==> config.mk <==
export PLATFORM = sky130hd
export DESIGN_NAME = uos_top
export DESIGN_NICKNAME = d
export VERILOG_FILES = /design/src/hw/uos_pkg.sv /design/src/hw/uos_out_sel.sv /design/src/hw/uos_top.sv
export SDC_FILE = /design/constraint.sdc
export NUM_CORES = 1
export LEC_CHECK = 0
export ABC_AREA = 0
export BUFFER_PORTS_ARGS = -buffer_cell sky130_fd_sc_hd__buf_4
export CORE_MARGIN = 4
export CORE_UTILIZATION = 59
export DETAILED_ROUTE_END_ITERATION = 8
export PLACE_DENSITY = 0.9
export SYNTH_ARGS = -nofsm -noshare
export SYNTH_HDL_FRONTEND = slang
export SYNTH_HIERARCHICAL = 1
export SYNTH_SLANG_ARGS = --single-unit
==> constraint.sdc <==
create_clock -name mclk -period 5.1 [get_ports mclk]
set_input_delay 1.02 -clock mclk [delete_from_list [all_inputs] [get_ports mclk]]
set_output_delay 1.02 -clock mclk [all_outputs]
set_load 0.05 [all_outputs]
==> src/hw/uos_pkg.sv <==
// Purpose: shared constants and carrier types for the user output select block
// Assumes: one 8-bit control register pair per transceiver, four transceivers
// Notes: register offsets and field positions live here only
package uos_pkg;

  // ****************************************
  // register map
  // ****************************************
  localparam logic [7:0] ADDR_OUTPUT_A_CONTROL = 8'h1a;
  localparam logic [7:0] ADDR_OUTPUT_B_CONTROL = 8'h1b;
  localparam logic [7:0] CTRL_RESET = 8'h00;
  localparam logic [7:0] RD_UNMAPPED = 8'h00;

  // ****************************************
  // field positions
  // ****************************************
  localparam int SEL_LSB = 0;
  localparam int SEL_MSB = 3;
  localparam int OUT_INVERT_BIT = 4;
  localparam int CMI_LINE_EN_BIT = 5;
  localparam int CMI_INPUT_INVERT_BIT = 6;
  localparam int TTL_RAIL_INPUT_EN_BIT = 7;
  localparam int NRZ_INPUT_EN_BIT = 7;

  // ****************************************
  // function select codes
  // ****************************************
  localparam logic [3:0] SEL_STATIC = 4'h0;
  localparam logic [3:0] SEL_RX_CLOCK = 4'h1;
  localparam logic [3:0] SEL_LOSS_SYNC = 4'h2;
  localparam logic [3:0] SEL_LOSS_CARRIER = 4'h3;
  localparam logic [3:0] SEL_REMOTE_ALARM = 4'h4;
  localparam logic [3:0] SEL_ALL_ONES = 4'h5;
  localparam logic [3:0] SEL_SLIP = 4'h6;
  localparam logic [3:0] SEL_CRC_ERROR = 4'h7;
  localparam logic [3:0] SEL_LOSS_TX_CLOCK = 4'h8;
  localparam logic [3:0] SEL_FRAME_SYNC = 4'h9;
  localparam logic [3:0] SEL_PRBS_ERROR = 4'ha;
  localparam logic [3:0] SEL_NRZ_DATA = 4'hb;
  localparam logic [3:0] SEL_CRC4_MF_SYNC = 4'hc;
  localparam logic [3:0] SEL_CAS_MF_SYNC = 4'hd;
  localparam logic [3:0] SEL_TX_CURRENT_LIMIT = 4'he;
  localparam logic [3:0] SEL_TX_RAILS = 4'hf;

  // internal signals of one transceiver that may be routed to a user output
  typedef struct packed {
    logic rxRecoveredClock;
    logic rxRecoveredFrameSync;
    logic rxCrc4MfSync;
    logic rxCasMfSync;
    logic rxLossSync;
    logic rxLossCarrier;
    logic rxRemoteAlarm;
    logic rxAllOnes;
    logic rxSlipPulse;
    logic rxCrcErrorPulse;
    logic txLossClock;
    logic rxPrbsErrorPulse;
    logic txNrzData;
    logic rxDataPreStore;
    logic txPosRail;
    logic txNegRail;
    logic txCurrentLimit;
  } uos_chan_sig_t;

  // received rail pair after the input front end
  typedef struct packed {
    logic pos;
    logic neg;
    logic valid;
  } uos_rx_rail_t;

endpackage

==> src/hw/uos_out_sel.sv <==
// Purpose: function select and polarity for one user output pin
// Assumes: caller registers the result
// Notes: isSecond picks the pin-specific half of the split codes
`timescale 1ns/10ps
`default_nettype none
module uos_out_sel import uos_pkg::*; #(
  parameter bit IS_SECOND = 1'b0
) (
  input wire logic [3:0] sel,
  input wire logic invert,
  input wire uos_chan_sig_t sig,
  output logic pinNxt
);

  logic routed;
  logic crcGated;
  logic splitData;
  logic splitRail;

  // crc error indication is held low while sync is lost
  assign crcGated = sig.rxCrcErrorPulse & ~sig.rxLossSync;
  assign splitData = IS_SECOND ? sig.txNrzData : sig.rxDataPreStore;
  assign splitRail = IS_SECOND ? sig.txPosRail : sig.txNegRail;

  always_comb begin
    case (sel)
      SEL_RX_CLOCK: routed = sig.rxRecoveredClock;
      SEL_LOSS_SYNC: routed = sig.rxLossSync;
      SEL_LOSS_CARRIER: routed = sig.rxLossCarrier;
      SEL_REMOTE_ALARM: routed = sig.rxRemoteAlarm;
      SEL_ALL_ONES: routed = sig.rxAllOnes;
      SEL_SLIP: routed = sig.rxSlipPulse;
      SEL_CRC_ERROR: routed = crcGated;
      SEL_LOSS_TX_CLOCK: routed = sig.txLossClock;
      SEL_FRAME_SYNC: routed = sig.rxRecoveredFrameSync;
      SEL_PRBS_ERROR: routed = sig.rxPrbsErrorPulse;
      SEL_NRZ_DATA: routed = splitData;
      SEL_CRC4_MF_SYNC: routed = sig.rxCrc4MfSync;
      SEL_CAS_MF_SYNC: routed = sig.rxCasMfSync;
      SEL_TX_CURRENT_LIMIT: routed = sig.txCurrentLimit;
      SEL_TX_RAILS: routed = splitRail;
      default: routed = 1'b0;
    endcase
  end

  // static mode drives the inversion bit itself, other modes invert the routed signal
  assign pinNxt = (sel == SEL_STATIC) ? invert : (routed ^ invert);

endmodule // uos_out_sel
`default_nettype wire

==> src/hw/uos_top.sv <==
// Purpose: user output select and receive input options for four transceivers
// Assumes: host port is a plain synchronous register port with a channel select
// Notes: every output is registered on the rising edge of mclk
//
// Contract
// - Bit 4 of the first output control register inverts the first user output.
// - Bit 4 of the second output control register inverts the second user output.
// - Select code 0000 drives the pin statically at the level of its inversion bit.
// - Bits 3..0 of each output control register pick the signal routed to its pin.
// - Bit 7 of the first register makes the line inputs take logic-level rail data.
// - In that logic-level rail mode the rails are sampled on the falling mclk edge.
// - Bit 7 of the second register turns tip into NRZ data clocked by ring's falling edge.
// - Bit 5 of the first register enables coded-mark-inversion line operation.
// - Bit 6 of the first register inverts received coded-mark-inversion data.
// - Codes 0001, 1001, 1100, 1101 route recovered clock, frame sync, CRC4 and CAS syncs.
// - Codes 0010, 0011, 0100, 0101, 1000 route the real-time alarm levels.
// - Codes 0110, 0111, 1010 route slip, gated CRC error and PRBS error pulses.
// - Code 1011 splits NRZ tx/rx data and code 1111 splits the encoded tx rails.
`timescale 1ns/10ps
`default_nettype none
module uos_top import uos_pkg::*; #(
  parameter int NUM_CHAN = 4
) (
  input wire logic mclk,
  input wire logic rst_n,
  input wire logic [1:0] hostChan,
  input wire logic [7:0] hostAddr,
  input wire logic [7:0] hostWrData,
  input wire logic hostWr,
  input wire logic hostRd,
  output logic [7:0] hostRdData,
  input wire uos_chan_sig_t [NUM_CHAN-1:0] chanSig,
  input wire logic [NUM_CHAN-1:0] rxLineTip,
  input wire logic [NUM_CHAN-1:0] rxLineRing,
  output logic [NUM_CHAN-1:0] userOutFirst,
  output logic [NUM_CHAN-1:0] userOutSecond,
  output uos_rx_rail_t [NUM_CHAN-1:0] rxRail,
  output logic [NUM_CHAN-1:0] cmiLineEn
);

  // ****************************************
  // host register port decode
  // ****************************************
  logic [7:0] ctrlA_r [NUM_CHAN];
  logic [7:0] ctrlB_r [NUM_CHAN];
  logic hitA;
  logic hitB;
  logic [7:0] rdSel;
  logic [7:0] hostRdData_nxt;

  assign hitA = (hostAddr == ADDR_OUTPUT_A_CONTROL);
  assign hitB = (hostAddr == ADDR_OUTPUT_B_CONTROL);
  // unmapped addresses read back as zero
  assign rdSel = hitA ? ctrlA_r[hostChan] : (hitB ? ctrlB_r[hostChan] : RD_UNMAPPED);
  // read data holds its last value between reads
  assign hostRdData_nxt = hostRd ? rdSel : hostRdData;

  always_ff @(posedge mclk) begin
    if (!rst_n) begin
      hostRdData <= RD_UNMAPPED;
    end else begin
      hostRdData <= hostRdData_nxt;
    end
  end

  // ****************************************
  // per-transceiver logic
  // ****************************************
  genvar ch;
  generate
    for (ch = 0; ch < NUM_CHAN; ch++) begin : g_chan
      logic chanHit;
      logic wrA;
      logic wrB;
      logic [7:0] ctrlA_nxt;
      logic [7:0] ctrlB_nxt;
      logic firstNxt;
      logic secondNxt;
      logic ttlEn;
      logic nrzEn;
      logic cmiEn;
      logic cmiInv;
      logic dataInv;
      logic ttlPos_r;
      logic ttlNeg_r;
      logic ringPrev_r;
      logic ringFall;
      uos_rx_rail_t rail_nxt;
      logic [1:0] ctlSel;

      // ******************************
      // control registers
      // ******************************
      // each channel owns its pair, writes to one channel never touch another
      assign chanHit = (hostChan == 2'(ch));
      assign wrA = hostWr & chanHit & hitA;
      assign wrB = hostWr & chanHit & hitB;
      // reserved bits of the second register are stored as written
      assign ctrlA_nxt = wrA ? hostWrData : ctrlA_r[ch];
      assign ctrlB_nxt = wrB ? hostWrData : ctrlB_r[ch];

      always_ff @(posedge mclk) begin
        if (!rst_n) begin
          ctrlA_r[ch] <= CTRL_RESET;
          ctrlB_r[ch] <= CTRL_RESET;
        end else begin
          ctrlA_r[ch] <= ctrlA_nxt;
          ctrlB_r[ch] <= ctrlB_nxt;
        end
      end

      // ******************************
      // user output pins
      // ******************************
      uos_out_sel #(
        .IS_SECOND(1'b0)
      ) u_first (
        .sel(ctrlA_r[ch][SEL_MSB:SEL_LSB]),
        .invert(ctrlA_r[ch][OUT_INVERT_BIT]),
        .sig(chanSig[ch]),
        .pinNxt(firstNxt)
      );

      uos_out_sel #(
        .IS_SECOND(1'b1)
      ) u_second (
        .sel(ctrlB_r[ch][SEL_MSB:SEL_LSB]),
        .invert(ctrlB_r[ch][OUT_INVERT_BIT]),
        .sig(chanSig[ch]),
        .pinNxt(secondNxt)
      );

      // registered pins add one mclk of latency to every routed signal
      always_ff @(posedge mclk) begin
        if (!rst_n) begin
          userOutFirst[ch] <= 1'b0;
          userOutSecond[ch] <= 1'b0;
        end else begin
          userOutFirst[ch] <= firstNxt;
          userOutSecond[ch] <= secondNxt;
        end
      end

      // ******************************
      // receive input front end
      // ******************************
      assign ttlEn = ctrlA_r[ch][TTL_RAIL_INPUT_EN_BIT];
      assign nrzEn = ctrlB_r[ch][NRZ_INPUT_EN_BIT];
      assign cmiEn = ctrlA_r[ch][CMI_LINE_EN_BIT];
      assign cmiInv = ctrlA_r[ch][CMI_INPUT_INVERT_BIT];
      // inversion only applies while the line is in coded-mark-inversion mode
      assign dataInv = cmiEn & cmiInv;

      // logic-level rails are caught on the falling mclk edge
      always_ff @(negedge mclk) begin
        if (!rst_n) begin
          ttlPos_r <= 1'b0;
          ttlNeg_r <= 1'b0;
        end else begin
          ttlPos_r <= rxLineTip[ch];
          ttlNeg_r <= rxLineRing[ch];
        end
      end

      // ring is the NRZ clock; its falling edge is found against the previous sample
      always_ff @(posedge mclk) begin
        if (!rst_n) begin
          ringPrev_r <= 1'b0;
        end else begin
          ringPrev_r <= rxLineRing[ch];
        end
      end
      assign ringFall = ringPrev_r & ~rxLineRing[ch];

      // NRZ wins over logic-level rails when both enables are set
      assign ctlSel = {nrzEn, ttlEn};

      always_comb begin
        rail_nxt = rxRail[ch];
        rail_nxt.valid = 1'b1;
        case (ctlSel)
          2'b10, 2'b11: begin
            rail_nxt.valid = ringFall;
            // single data line: the negative rail is idle in this mode
            rail_nxt.neg = 1'b0;
            if (ringFall) begin
              rail_nxt.pos = rxLineTip[ch] ^ dataInv;
            end
          end
          2'b01: begin
            rail_nxt.pos = ttlPos_r ^ dataInv;
            rail_nxt.neg = ttlNeg_r ^ dataInv;
          end
          2'b00: begin
            // normal line mode: the sliced rails arrive on tip and ring
            rail_nxt.pos = rxLineTip[ch] ^ dataInv;
            rail_nxt.neg = rxLineRing[ch] ^ dataInv;
          end
          default: begin
            rail_nxt.pos = 1'b0;
            rail_nxt.neg = 1'b0;
          end
        endcase
      end

      always_ff @(posedge mclk) begin
        if (!rst_n) begin
          rxRail[ch] <= '0;
          cmiLineEn[ch] <= 1'b0;
        end else begin
          rxRail[ch] <= rail_nxt;
          cmiLineEn[ch] <= cmiEn;
        end
      end
    end
  endgenerate

endmodule // uos_top
`default_nettype wire

==> reports/results.ini <==
[power]
total_power_mw=1.60
ir_drop_mv=0.150
power_density_nw_per_um2=224
leakagePower_nw=2.82

[timing]
tns_ns=0
worstMarginPinSlew_ns=0.783
relSlewSlack_pct=47.8
setup_viol=0
maxSlewViolCount=0
hold_violations=0
skew_ns=0.0423
rsz0062_at_grt=no

[synth]
synth_cell_types=39
avgSynthCellArea_um2=10.8
syn-num-nets=653
synth.cell_area_um2=6020
ys.flop_type=dfxtp_1
async_reset_ff_share_pct=0
ys_warn_count=6
synthCells=555
ys_seq_area_share_pct=35.9
synth-edff-count=0
synth-seq-cells=108

[worst_setup_path]
start_kind=input port
cp_slowest_cell=buf_4
critPathBufInv=1
arrival_ns=1.36
path_max_fanout=20
slowest_delay_ns=0.17
crit_required_ns=2.84
crit_chain=buf_4 -> and2_1
crit_path_end_kind=register
path_class=in -> reg
crit_family=buffers and inverters

[clock_network]
path_clk_slew_ns=0.11
root_buffer=clkbuf_8
post-cts-setup-buffers=0
htreeDepth=3
post_cts_resized=0
clock_latency_ns=0.42
cts_tree=done
cts_hold_repair.buffers=0
cts_sinks=108
cts_buffers=9
clock_path_buffers=2

[cells_and_area]
final_common_cell=buf_4
drive_gt1_share_pct=26.2
n_antenna_cell=0
fin_nets=768
syn_to_final_growth_pct=18.4
final_core_util_pct=72.2
final_cells=808
final_cell_mix=130 x buf_4, 108 x dfxtp_1, 89 x mux2i_1

[floorplanning]
row_count=36
io_pins=130
coreArea_um2=9860
die_h_um=109
start_util_pct=61.0
die_area_um2=11900
die_w_um=109

[routing]
drc=0
via_per_inst=6.06
post_drt_wl_per_cell_um=18.7
ant_nets=0
drt-pass1-iter-count=5
wirelength_um=15100
drt-initial-drc-count=395
vias=4900

[global_routing]
gr-total-overflow=0
grt_pass1_vias=4846
grt_usage_pct=25.7
antenna_found_initial=0
grt_first_pass_wirelength_um=23900
grt_max_degree=86

[hold_path]
hp-class=reg -> reg

[placement]
dpl.hpwl_um=11200
port_buffers=129
place_inst=785
place_congestion=0.846

[job]
cap_viol_max_count=0

[run_status]
outcome=finished, final reports clean

final timing paths:
kind	from	end	slack, ns	cells after the start
setup / recovery	rst_n	g_chan[0].ttlNeg_r	1.48	2
hold / removal	ctrlB_r[2][6]	ctrlB_r[2][6]	0.48	2
setup reg to reg	g_chan[2].ttlNeg_r	rxRail[7]	1.62	3
hold reg to reg	ctrlB_r[2][6]	ctrlB_r[2][6]	0.48	2
synthesized netlist by cell type (2+ instances only):
library cell,number,area share (%)
dfxtp_1,108,36
nor2_1,16,1.0
inv_1,23,1.4
and2_1,22,2.3
buf_6,15,2.8
mux2i_1,89,15
nor3b_1,4,0.50
nand3_1,8,0.67
xnor2_1,4,0.58
nand4_1,9,0.94
nor2b_1,36,3.7
nor4b_4,2,0.79
o31ai_2,7,1.5
o21ai_0,5,0.42
nand3b_1,16,2.0
a221o_1,8,1.3
o2111ai_1,16,2.3
mux4_1,24,10
a311o_1,8,1.3
o2bb2ai_1,4,0.58
xor2_1,4,0.58
mux2_4,8,2.0
nand2_1,81,5.0
and4b_1,4,0.67
nand3_4,2,0.58
mux4_2,8,3.0
clkbuf_1,12,0.75
where the power goes:
group | switching (mW) | total (mW) | internal [mW]
Clock | 0.353 | 0.562 | 0.209
Combinational | 0.0883 | 0.179 | 0.0911
Sequential | 0.00358 | 0.857 | 0.854
Total | 0.445 | 1.60 | 1.15
cell families (layout without fill, tap and decap cells):
group	count (synthesis)	in the layout	share of synthesized area, %
xor gates and xnor gates	8	8	1.16
DFF	108	108	35.9
and+or+nand+nor	206	206	19.3
muxes	129	129	30.3
AOI/OAI and AO/OA	48	48	7.44
buffers and inverters	56	176	5.92
flip-flops by register name (all words and copies together), names as in the netlist:
register	cells
rxRail	12
userOutSecond	4
g_chan.ringPrev_r	4
g_chan.ttlPos_r	4
cmiLineEn	4
userOutFirst	4
ctrlB_r	32
ctrlA_r	32
g_chan.ttlNeg_r	4
hostRdData	8
final cells by class:
cell class / count / area, µm²
Sequential cell: 108 / 2160
Tap cell: 133 / 166
Timing Repair Buffer: 130 / 976
Fill cell: 669 / 2740
Multi-Input combinational cell: 391 / 3500
Clock buffer: 9 / 124
Inverter: 22 / 82.6
Clock inverter: 15 / 114
through the flow:
| step | hold slack, ns | instance area, µm² | worst slack, ns |
|---|---|---|---|
| after floorplan | 0.430 | 6020 | 0.891 |
| after global placement | 0.437 | 6890 | 1.08 |
| after detailed placement | 0.451 | 6890 | 1.07 |
| after CTS | 0.471 | 7130 | 1.49 |
| after global routing | 0.491 | 7130 | 1.47 |
| final | 0.475 | 7130 | 1.48 |
layer usage:
layer  GRT usage (%)  share of wire (%)
met5               0                  0
met2            43.9                 49
met4            9.02                2.1
met1            33.0                 41
met3            4.32                7.4
Power figures use the tool's default switching activity.
